===== config.mk =====
export PLATFORM = sky130hd
export DESIGN_NAME = ahs_axis_ctrl
export DESIGN_NICKNAME = d
export VERILOG_FILES = /design/src/hw/ahs_pkg.sv /design/src/hw/ahs_axis_ctrl.sv
export VERILOG_INCLUDE_DIRS = /design/src /design/src/hw
export SDC_FILE = /design/constraint.sdc
export NUM_CORES = 1
export LEC_CHECK = 0
export BUFFER_PORTS_ARGS = -buffer_cell sky130_fd_sc_hd__buf_2
export CAP_MARGIN = 20
export CORE_MARGIN = 10
export CORE_UTILIZATION = 30
export CTS_CLUSTER_DIAMETER = 40
export CTS_CLUSTER_SIZE = 20
export DETAILED_ROUTE_END_ITERATION = 10
export GPL_ROUTABILITY_DRIVEN = 0
export GPL_TIMING_DRIVEN = 0
export HOLD_SLACK_MARGIN = 0.08
export PLACE_DENSITY_LB_ADDON = 0.08
export SLEW_MARGIN = 20
export SYNTH_ARGS = -nofsm -noshare
export SYNTH_HDL_FRONTEND = slang
export SYNTH_SLANG_ARGS = --single-unit

===== constraint.sdc =====
create_clock -name clk_in -period 6.9 [get_ports clk_in]
set_clock_uncertainty 0.15 [all_clocks]
set_input_delay 1.38 -clock clk_in [delete_from_list [all_inputs] [get_ports clk_in]]
set_output_delay 1.38 -clock clk_in [all_outputs]
set_load 0.02 [all_outputs]

===== src/hw/ahs_defines.svh =====
// constants for the axis homing, servo handshake and stop control block
// assumes configuration inputs stay steady while an axis is in motion
// Notes on behaviour
// count-start setting 0 starts zero-pulse counting when near switch turns active.
// count-start setting 1 starts zero-pulse counting when near switch turns inactive.
// count-start setting 2 homes without looking at the near switch.
// near polarity 0 means closed contact is near; 1 means open contact.
// limit polarity 0 means closed contact is limit; 1 means open contact.
// count zero pulses during homing and halt when count equals setting.
// homing starts from terminal, homing instruction, peripheral command or request flag.
// after pulses end, flag servo end error if completion not seen in time.
// completion timeout setting 0 skips the servo end check.
// check runs for explicit check instruction and auto-checking drive instructions.
// ready check 0 outputs pulses only while drive ready is asserted.
// ready check 1 outputs pulses whatever the drive ready level.
// stop terminal or stop request flag counts as a stop instruction.
// stop modes 0 and 4 ignore stop in auto; manual stop clears errors.
// stop mode 1 decelerates; next start drives the remaining distance.
// modes 1 and 2 jump to end during interpolation or interrupt positioning.
// mode 2 decelerates, drops remaining distance, next start resumes at next step.
// modes 2, 3, 7 during dwell drop remaining time, go to next step.
// modes 3 and 7 decelerate, drop remaining distance, jump to end step.
// modes 3 and 7 in aux-code standby switch code to end, aux-on stays.
// two-axis modes 5, 6 keep remain/next in interpolation unless continuous path.
// single-axis linear instruction: modes 1, 5 remain; modes 2, 6 next.
// near switch active during homing selects creep speed.
// zero-signal count 0 stops at the selected transition without deceleration.
// settings are taken from inputs held constant during positioning.
`ifndef AHS_DEFINES_SVH
`define AHS_DEFINES_SVH
`define AHS_CNT_RISE 2'h0
`define AHS_CNT_FALL 2'h1
`define AHS_CNT_NODOG 2'h2
`define AHS_SM_OFF 3'h0
`define AHS_SM_REM 3'h1
`define AHS_SM_NEXT 3'h2
`define AHS_SM_END 3'h3
`define AHS_SM_OFF_B 3'h4
`define AHS_SM_REM_IP 3'h5
`define AHS_SM_NEXT_IP 3'h6
`define AHS_SM_END_B 3'h7
`define AHS_CLK_NS 40
`define AHS_MS_NS 1000000
`define AHS_TMO_MAX_MS 5000
`endif


===== src/hw/ahs_pkg.sv =====
// types shared by the axis control block
// assumes ahs_defines.svh supplies the numeric constants
package ahs_pkg;
	typedef enum logic [1:0] {
		HS_IDLE = 2'h0,
		HS_SEEK = 2'h1,
		HS_COUNT = 2'h2
	} ahs_home_t;
	typedef enum logic [0:0] {
		SV_IDLE = 1'h0,
		SV_WAIT = 1'h1
	} ahs_servo_t;
	typedef enum logic [1:0] {
		SA_IGNORE = 2'h0,
		SA_REMAIN = 2'h1,
		SA_NEXT = 2'h2,
		SA_END = 2'h3
	} ahs_stop_act_t;
endpackage : ahs_pkg


===== src/hw/ahs_axis_ctrl.sv =====
// per-axis homing sequencer, servo handshakes and stop policy
// assumes all inputs synchronous to clk_in; contact inputs are 1 when closed
`timescale 1ns/1ps
`include "ahs_defines.svh"
module ahs_axis_ctrl #(
	parameter int MS_CYCLES = `AHS_MS_NS / `AHS_CLK_NS,
	parameter int ZCW = 16,
	parameter int TW = 13,
	parameter bit TWO_AXIS = 1'b1
) (
	input wire logic clk_in,
	input wire logic rstn_in,
	input wire logic [1:0] cnt_start_sel_in,
	input wire logic near_pol_in,
	input wire logic limit_pol_in,
	input wire logic [ZCW-1:0] zero_count_in,
	input wire logic [TW-1:0] completion_timeout_setting_in,
	input wire logic ready_check_off_in,
	input wire logic [2:0] stop_mode_setting_in,
	input wire logic near_point_switch_in,
	input wire logic travel_limit_switch_in,
	input wire logic zero_point_pulse_input_in,
	input wire logic zero_return_terminal_in,
	input wire logic machine_homing_instr_in,
	input wire logic peripheral_homing_cmd_in,
	input wire logic homing_request_flag_in,
	input wire logic completion_check_instr_in,
	input wire logic auto_check_move_in,
	input wire logic pulse_done_in,
	input wire logic positioning_complete_input_in,
	input wire logic pulse_req_in,
	input wire logic drive_ready_input_in,
	input wire logic stop_terminal_in,
	input wire logic stop_request_flag_in,
	input wire logic manual_operation_mode_in,
	input wire logic interp_active_in,
	input wire logic interrupt_pos_active_in,
	input wire logic linear_interp_instr_in,
	input wire logic continuous_path_flag_in,
	input wire logic dwell_timer_instr_in,
	input wire logic aux_code_standby_in,
	input wire logic start_req_in,
	output logic home_busy_out,
	output logic creep_speed_out,
	output logic home_done_out,
	output logic home_abrupt_out,
	output logic near_point_out,
	output logic limit_reached_out,
	output logic pulse_enable_out,
	output logic servo_busy_out,
	output logic servo_end_error_out,
	output logic decel_stop_out,
	output logic discard_remaining_out,
	output logic jump_end_out,
	output logic dwell_skip_out,
	output logic aux_code_end_out,
	output logic error_clear_out,
	output logic resume_remaining_out,
	output logic resume_next_out
);
	localparam int PCW = $clog2(MS_CYCLES + 1);

	if (MS_CYCLES < 1 || TW < 13 || ZCW < 1) begin : g_bad_param
		$error("ahs_axis_ctrl: unsupported parameter values");
	end

	// ----------------------------------------------------------------
	// functions
	// ----------------------------------------------------------------
	function automatic ahs_pkg::ahs_stop_act_t stop_action(
		input logic [2:0] m,
		input logic ip,
		input logic it,
		input logic cp,
		input logic l31,
		input logic tw
	);
		ahs_pkg::ahs_stop_act_t a;
		logic ipm;
		a = ahs_pkg::SA_IGNORE;
		ipm = (m == `AHS_SM_REM_IP) || (m == `AHS_SM_NEXT_IP);
		if (m == `AHS_SM_REM || m == `AHS_SM_REM_IP) begin
			a = ahs_pkg::SA_REMAIN;
		end else if (m == `AHS_SM_NEXT || m == `AHS_SM_NEXT_IP) begin
			a = ahs_pkg::SA_NEXT;
		end else if (m == `AHS_SM_END || m == `AHS_SM_END_B) begin
			a = ahs_pkg::SA_END;
		end
		if (a == ahs_pkg::SA_REMAIN || a == ahs_pkg::SA_NEXT) begin
			if (it) begin
				a = ahs_pkg::SA_END;
			end else if (ip) begin
				if (tw) begin
					if (!ipm || cp) begin
						a = ahs_pkg::SA_END;
					end
				end else if (!l31) begin
					a = ahs_pkg::SA_END;
				end
			end
		end
		return a;
	endfunction : stop_action

	// ----------------------------------------------------------------
	// zero return sequencing
	// ----------------------------------------------------------------
	ahs_pkg::ahs_home_t hs_ff, nxt_hs;
	logic [ZCW-1:0] cnt_ff, nxt_cnt;
	logic near_prev_ff, nxt_near_prev;
	logic zp_prev_ff, nxt_zp_prev;
	logic src_prev_ff, nxt_src_prev;
	logic nxt_busy, nxt_creep, nxt_done, nxt_abrupt, nxt_limit;
	logic near_act, near_rise, near_fall, zp_edge, home_src, home_start;
	logic trig;

	always_comb begin
		near_act = near_point_switch_in ^ near_pol_in;
		near_rise = near_act && !near_prev_ff;
		near_fall = !near_act && near_prev_ff;
		zp_edge = zero_point_pulse_input_in && !zp_prev_ff;
		home_src = zero_return_terminal_in || machine_homing_instr_in ||
			peripheral_homing_cmd_in || homing_request_flag_in;
		home_start = home_src && !src_prev_ff;
		trig = ((cnt_start_sel_in == `AHS_CNT_RISE) && near_rise) ||
			((cnt_start_sel_in == `AHS_CNT_FALL) && near_fall);
		nxt_near_prev = near_act;
		nxt_zp_prev = zero_point_pulse_input_in;
		nxt_src_prev = home_src;
		nxt_limit = travel_limit_switch_in ^ limit_pol_in;
		nxt_hs = hs_ff;
		nxt_cnt = cnt_ff;
		nxt_busy = home_busy_out;
		nxt_creep = creep_speed_out;
		nxt_done = 1'b0;
		nxt_abrupt = 1'b0;
		case (hs_ff)
			ahs_pkg::HS_IDLE: begin
				if (home_start) begin
					nxt_busy = 1'b1;
					nxt_cnt = '0;
					if (cnt_start_sel_in == `AHS_CNT_NODOG) begin
						nxt_hs = ahs_pkg::HS_COUNT;
					end else begin
						nxt_hs = ahs_pkg::HS_SEEK;
					end
				end
			end
			ahs_pkg::HS_SEEK: begin
				if (near_act) begin
					nxt_creep = 1'b1;
				end
				if (trig) begin
					nxt_hs = ahs_pkg::HS_COUNT;
				end
			end
			ahs_pkg::HS_COUNT: begin
				if (zero_count_in == '0) begin
					nxt_abrupt = 1'b1;
					nxt_done = 1'b1;
					nxt_hs = ahs_pkg::HS_IDLE;
				end else if (zp_edge) begin
					nxt_cnt = ZCW'(cnt_ff + 1'b1);
					if (nxt_cnt == zero_count_in) begin
						nxt_done = 1'b1;
						nxt_hs = ahs_pkg::HS_IDLE;
					end
				end
			end
			default: begin
				nxt_hs = ahs_pkg::HS_IDLE;
			end
		endcase
		if (nxt_done) begin
			nxt_busy = 1'b0;
			nxt_creep = 1'b0;
		end
	end

	always_ff @(posedge clk_in or negedge rstn_in) begin
		if (!rstn_in) begin
			hs_ff <= ahs_pkg::HS_IDLE;
			cnt_ff <= '0;
			near_prev_ff <= 1'b0;
			zp_prev_ff <= 1'b0;
			src_prev_ff <= 1'b0;
			home_busy_out <= 1'b0;
			creep_speed_out <= 1'b0;
			home_done_out <= 1'b0;
			home_abrupt_out <= 1'b0;
			near_point_out <= 1'b0;
			limit_reached_out <= 1'b0;
		end else begin
			hs_ff <= nxt_hs;
			cnt_ff <= nxt_cnt;
			near_prev_ff <= nxt_near_prev;
			zp_prev_ff <= nxt_zp_prev;
			src_prev_ff <= nxt_src_prev;
			home_busy_out <= nxt_busy;
			creep_speed_out <= nxt_creep;
			home_done_out <= nxt_done;
			home_abrupt_out <= nxt_abrupt;
			near_point_out <= nxt_near_prev;
			limit_reached_out <= nxt_limit;
		end
	end

	// ----------------------------------------------------------------
	// servo end check and ready gating
	// ----------------------------------------------------------------
	ahs_pkg::ahs_servo_t sv_ff, nxt_sv;
	logic [PCW-1:0] pre_ff, nxt_pre;
	logic [TW-1:0] ms_ff, nxt_ms;
	logic nxt_err, nxt_pen, chk_start, err_set, nxt_clr;
	logic stop_evt;
	ahs_pkg::ahs_stop_act_t act;

	always_comb begin
		chk_start = completion_check_instr_in ||
			(auto_check_move_in && pulse_done_in);
		nxt_sv = sv_ff;
		nxt_pre = pre_ff;
		nxt_ms = ms_ff;
		err_set = 1'b0;
		case (sv_ff)
			ahs_pkg::SV_IDLE: begin
				if (chk_start && completion_timeout_setting_in != '0) begin
					nxt_sv = ahs_pkg::SV_WAIT;
					nxt_pre = '0;
					nxt_ms = '0;
				end
			end
			ahs_pkg::SV_WAIT: begin
				if (positioning_complete_input_in) begin
					nxt_sv = ahs_pkg::SV_IDLE;
				end else if (pre_ff == PCW'(MS_CYCLES - 1)) begin
					nxt_pre = '0;
					nxt_ms = TW'(ms_ff + 1'b1);
					if (nxt_ms >= completion_timeout_setting_in) begin
						err_set = 1'b1;
						nxt_sv = ahs_pkg::SV_IDLE;
					end
				end else begin
					nxt_pre = PCW'(pre_ff + 1'b1);
				end
			end
			default: begin
				nxt_sv = ahs_pkg::SV_IDLE;
			end
		endcase
		nxt_err = servo_end_error_out;
		if (err_set) begin
			nxt_err = 1'b1;
		end else if (nxt_clr) begin
			nxt_err = 1'b0;
		end
		nxt_pen = pulse_req_in &&
			(ready_check_off_in || drive_ready_input_in);
	end

	always_ff @(posedge clk_in or negedge rstn_in) begin
		if (!rstn_in) begin
			sv_ff <= ahs_pkg::SV_IDLE;
			pre_ff <= '0;
			ms_ff <= '0;
			servo_end_error_out <= 1'b0;
			servo_busy_out <= 1'b0;
			pulse_enable_out <= 1'b0;
		end else begin
			sv_ff <= nxt_sv;
			pre_ff <= nxt_pre;
			ms_ff <= nxt_ms;
			servo_end_error_out <= nxt_err;
			servo_busy_out <= (nxt_sv == ahs_pkg::SV_WAIT);
			pulse_enable_out <= nxt_pen;
		end
	end

	// ----------------------------------------------------------------
	// stop policy
	// ----------------------------------------------------------------
	logic stop_prev_ff, nxt_stop_prev, stop_src;
	ahs_pkg::ahs_stop_act_t pend_ff, nxt_pend;
	logic nxt_decel, nxt_disc, nxt_jend, nxt_dwell, nxt_aux;
	logic nxt_rrem, nxt_rnext, m37;

	always_comb begin
		stop_src = stop_terminal_in || stop_request_flag_in;
		stop_evt = stop_src && !stop_prev_ff;
		nxt_stop_prev = stop_src;
		act = stop_action(stop_mode_setting_in, interp_active_in,
			interrupt_pos_active_in, continuous_path_flag_in,
			linear_interp_instr_in, TWO_AXIS);
		m37 = (stop_mode_setting_in == `AHS_SM_END) ||
			(stop_mode_setting_in == `AHS_SM_END_B);
		nxt_decel = 1'b0;
		nxt_disc = 1'b0;
		nxt_jend = 1'b0;
		nxt_dwell = 1'b0;
		nxt_aux = 1'b0;
		nxt_clr = 1'b0;
		nxt_rrem = 1'b0;
		nxt_rnext = 1'b0;
		nxt_pend = pend_ff;
		if (stop_evt && act == ahs_pkg::SA_IGNORE) begin
			nxt_clr = manual_operation_mode_in;
		end else if (stop_evt) begin
			nxt_decel = 1'b1;
			nxt_disc = (act != ahs_pkg::SA_REMAIN);
			nxt_jend = (act == ahs_pkg::SA_END);
			nxt_pend = act;
			nxt_dwell = dwell_timer_instr_in &&
				(act == ahs_pkg::SA_NEXT || m37);
			nxt_aux = aux_code_standby_in && m37;
		end else if (start_req_in) begin
			nxt_rrem = (pend_ff == ahs_pkg::SA_REMAIN);
			nxt_rnext = (pend_ff == ahs_pkg::SA_NEXT);
			nxt_pend = ahs_pkg::SA_IGNORE;
		end
	end

	always_ff @(posedge clk_in or negedge rstn_in) begin
		if (!rstn_in) begin
			stop_prev_ff <= 1'b0;
			pend_ff <= ahs_pkg::SA_IGNORE;
			decel_stop_out <= 1'b0;
			discard_remaining_out <= 1'b0;
			jump_end_out <= 1'b0;
			dwell_skip_out <= 1'b0;
			aux_code_end_out <= 1'b0;
			error_clear_out <= 1'b0;
			resume_remaining_out <= 1'b0;
			resume_next_out <= 1'b0;
		end else begin
			stop_prev_ff <= nxt_stop_prev;
			pend_ff <= nxt_pend;
			decel_stop_out <= nxt_decel;
			discard_remaining_out <= nxt_disc;
			jump_end_out <= nxt_jend;
			dwell_skip_out <= nxt_dwell;
			aux_code_end_out <= nxt_aux;
			error_clear_out <= nxt_clr;
			resume_remaining_out <= nxt_rrem;
			resume_next_out <= nxt_rnext;
		end
	end
endmodule : ahs_axis_ctrl


==> impl_metrics.toml <==
[die]
die_height_microns = 140
dieArea_sq_um = 19500
io_pins = 79
rows = 43
core_area_sq_um = 13900
initial_core_util = 0.309
die_w_microns = 140

[logic_synthesis]
syn-cell-area_sq_um = 4300
ys_top_cells_by_area = "dfrtp_1 (40%), o21ai_0 (6.6%), ha_1 (6.4%)"
synthArstFlopShare = 1.00
yosysTopAreaCellShare = 0.396
synth_nets = 564
yosysMostFrequentCell = "dfrtp_1"
synth-seq-cells = 68
synth_top_area_cell = "dfrtp_1"
yosys_warnings = 0
synthFlopType = "dfrtp_1"
ys_types = 56
synthTopCellsByCount = "dfrtp_1 (68), o21ai_0 (57), nor2_1 (42)"
avgSynthCellArea_sq_um = 8.96
synth_edf_count = 0
synthCells = 480
ys_seq_area_frac = 0.396

[pwr]
internal_power_uw = 852
power.density_nw_per_um2 = 236
irDropWorstVdd_mv = 0.124
leakagePower_uw = 0.00245
pwr-share-seq = 0.387
p_comb_frac = 0.222
clock_power_share = 0.392
sw_frac_of_total = 0.312
power.net_switching_uw = 387

[setup_path]
worstPathMaxFanout = 10
worstPathRequired_ns = 6.98
path_cells = "buf_2 -> nor4_1 -> nand4_1 -> a41oi_1 -> or2_2 -> clkbuf_1 -> clkbuf_1 -> o21ai_0 -> o41ai_1"
max_stage_delay_ns = 0.41
path_buf_inv = 3
reg2reg_from = "cnt_ff[0]"
crit_start = "zero_count_in[0]"
critPathKind = "in -> reg"
slowest_stage = "clkbuf_1"
start_kind = "input port"
crit_family = "buffers and inverters"
crit_path_frequent_cell = "clkbuf_1"
worst_ep_arrival_time_ns = 3.43
endpoint_kind = "register"

[sta]
min_period_ns = 3.35
hold_violations = 0
rsz0062_at_grt = "no"
tightestPinTransition_ns = 0.739
slew_violations = 0
fmax_ghz = 0.299
setup_violations = 0
relSlewSlack = 0.503
finalCritPeriodShare = 0.485
setup_tns_ns = 0

[final_layout]
stdcell_count = 754
fillers = 1446
fin_nets = 653
drive_above_1_share = 0.200
antenna_cells = 0
syn_to_final_growth_pct = 22.1

[clock_tree]
h-tree-depth = 3
clk_pin_slew_ns = 0.06
clock-sinks = 68
insertion_delay_ns = 0.34
cts_made_buffers = 9
postCtsSetupBuffers = 0
cts_resized = 0
cts.root.buffer_cell = "clkbuf_16"
cts.hold.buffers_added = 0
cts_buffer_depth = 2
cts_tree = "built"

[routing]
drt_first_pass_iters = 4
totalWireLength_microns = 11900
wl_met1_microns = 5700
met3_length_microns = 408
vias = 3829
postRouteAntennaNets = 0
top_layer_used = "met4"
drtIter0Drc = 238
wire_per_inst_microns = 15.7
vias_per_cell = 5.08
wl_met2_microns = 5620
drc = 0

[place]
place_inst = 738
hpwl_microns = 8950
port_buffers = 77

[hold_path]
min_from = "pend_ff[1]"
hp-class = "reg -> reg"

[flow_run]
maxCapViolations = 0

[grt]
antenna_found_initial = 0
grt_pass1_vias = 3933
grt_max_degree = 53
overflow = 0
grt_pass1_wl_microns = 20000
grt_usage = 0.124

[outcome]
outcome = "finished clean"
[final cells by class]
cell class	instances	area [sq um]	area share
Clock inverter	5	58.8	0.0112
Tap cell	180	225	0.0429
Timing Repair Buffer	78	415	0.0791
Inverter	27	101	0.0193
Sequential cell	68	1700	0.324
Clock buffer	11	253	0.0481
Multi-Input combinational cell	363	2390	0.456
Buffer	22	103	0.0195
[cells by family (layout without fill, tap and decap cells)]
| kind of cell | count (synthesis) | after routing | synth area share |
|---|---|---|---|
| adders and majority gates | 22 | 22 | 0.0640 |
| xor gates and xnor gates | 35 | 35 | 0.0713 |
| buffers and inverters | 49 | 143 | 0.0474 |
| DFF | 68 | 68 | 0.396 |
| and+or+nand+nor | 174 | 174 | 0.224 |
| AOI/OAI and AO/OA | 132 | 132 | 0.197 |
[layout by cell type, fill, tap and decap left out, types with 3 or more instances in the layout]
master / count
inv_1: 27
o31ai_1: 12
buf_2: 83
nor2_1: 42
nand4_1: 8
a31oi_1: 6
ha_1: 22
and2_1: 3
nor4_1: 11
or2_2: 4
a21o_1: 4
a21oi_1: 18
o221ai_1: 4
and4_1: 3
xor2_1: 10
xnor2_1: 25
dfrtp_1: 68
and3_1: 8
nand2_1: 34
clkbuf_16: 9
nor3b_1: 6
nor3_1: 8
clkbuf_1: 13
nor2b_1: 5
nand3_1: 18
o21ai_0: 57
a32o_1: 10
nand2b_1: 10
o41ai_1: 5
[power by group through the flow]
stage | Clock [uW] | Combinational, uW | Sequential [uW]
after floorplan | 0 | 184 | 481
after global placement | 0 | 273 | 484
after detailed placement | 0 | 278 | 485
after CTS | 505 | 278 | 478
after global routing | 524 | 310 | 486
final | 485 | 275 | 479
[per-stage QoR]
| stage | hold slack [ns] | total power (uW) | utilization | setup slack (ns) | cell area [sq um] |
|---|---|---|---|---|---|
| after floorplan | 0.271 | 666 | - | 3.83 | 4300 |
| after global placement | 0.299 | 757 | 0.352 | 3.18 | 4910 |
| after detailed placement | 0.298 | 762 | 0.354 | 3.17 | 4940 |
| after CTS | 0.311 | 1260 | 0.377 | 3.53 | 5250 |
| after global routing | 0.323 | 1320 | 0.377 | 3.28 | 5250 |
| final | 0.308 | 1240 | 0.377 | 3.55 | 5250 |
[worst register-to-register path: stages (launching register included)]
cell and delay [ns]:
dfrtp_1 0.48, ha_1 0.31, nand3_1 0.31, nor4_1 0.75, xnor2_1 0.19, o2111ai_1 0.18
o41ai_2 0.43, o221ai_1 0.18
[per-layer routing]
metal  global-route usage  up-vias
met4               0.0342        0
li1                     -     1929
met1                0.158     1830
met2                0.197       61
met3               0.0367        9
met5                    0        -
[registers in the layout, indices dropped and copies added, names as in the netlist, 2 cells and up]
register and cells:
hs_ff 2, pend_ff 2, ms_ff 13, cnt_ff 16, pre_ff 15
[final timing paths]
path,end,slack (ns),cells after the start
worst max-delay path,cnt_ff[5],3.55,9
worst min-delay path,resume_remaining_out,0.31,1
worst max register to register,creep_speed_out,3.79,7
worst min register to register,resume_remaining_out,0.31,1
max in group asynchronous,home_abrupt_out,5.29,2
min in group asynchronous,ms_ff[4],0.76,1
Note: power is estimated with default switching activity, not from simulation.
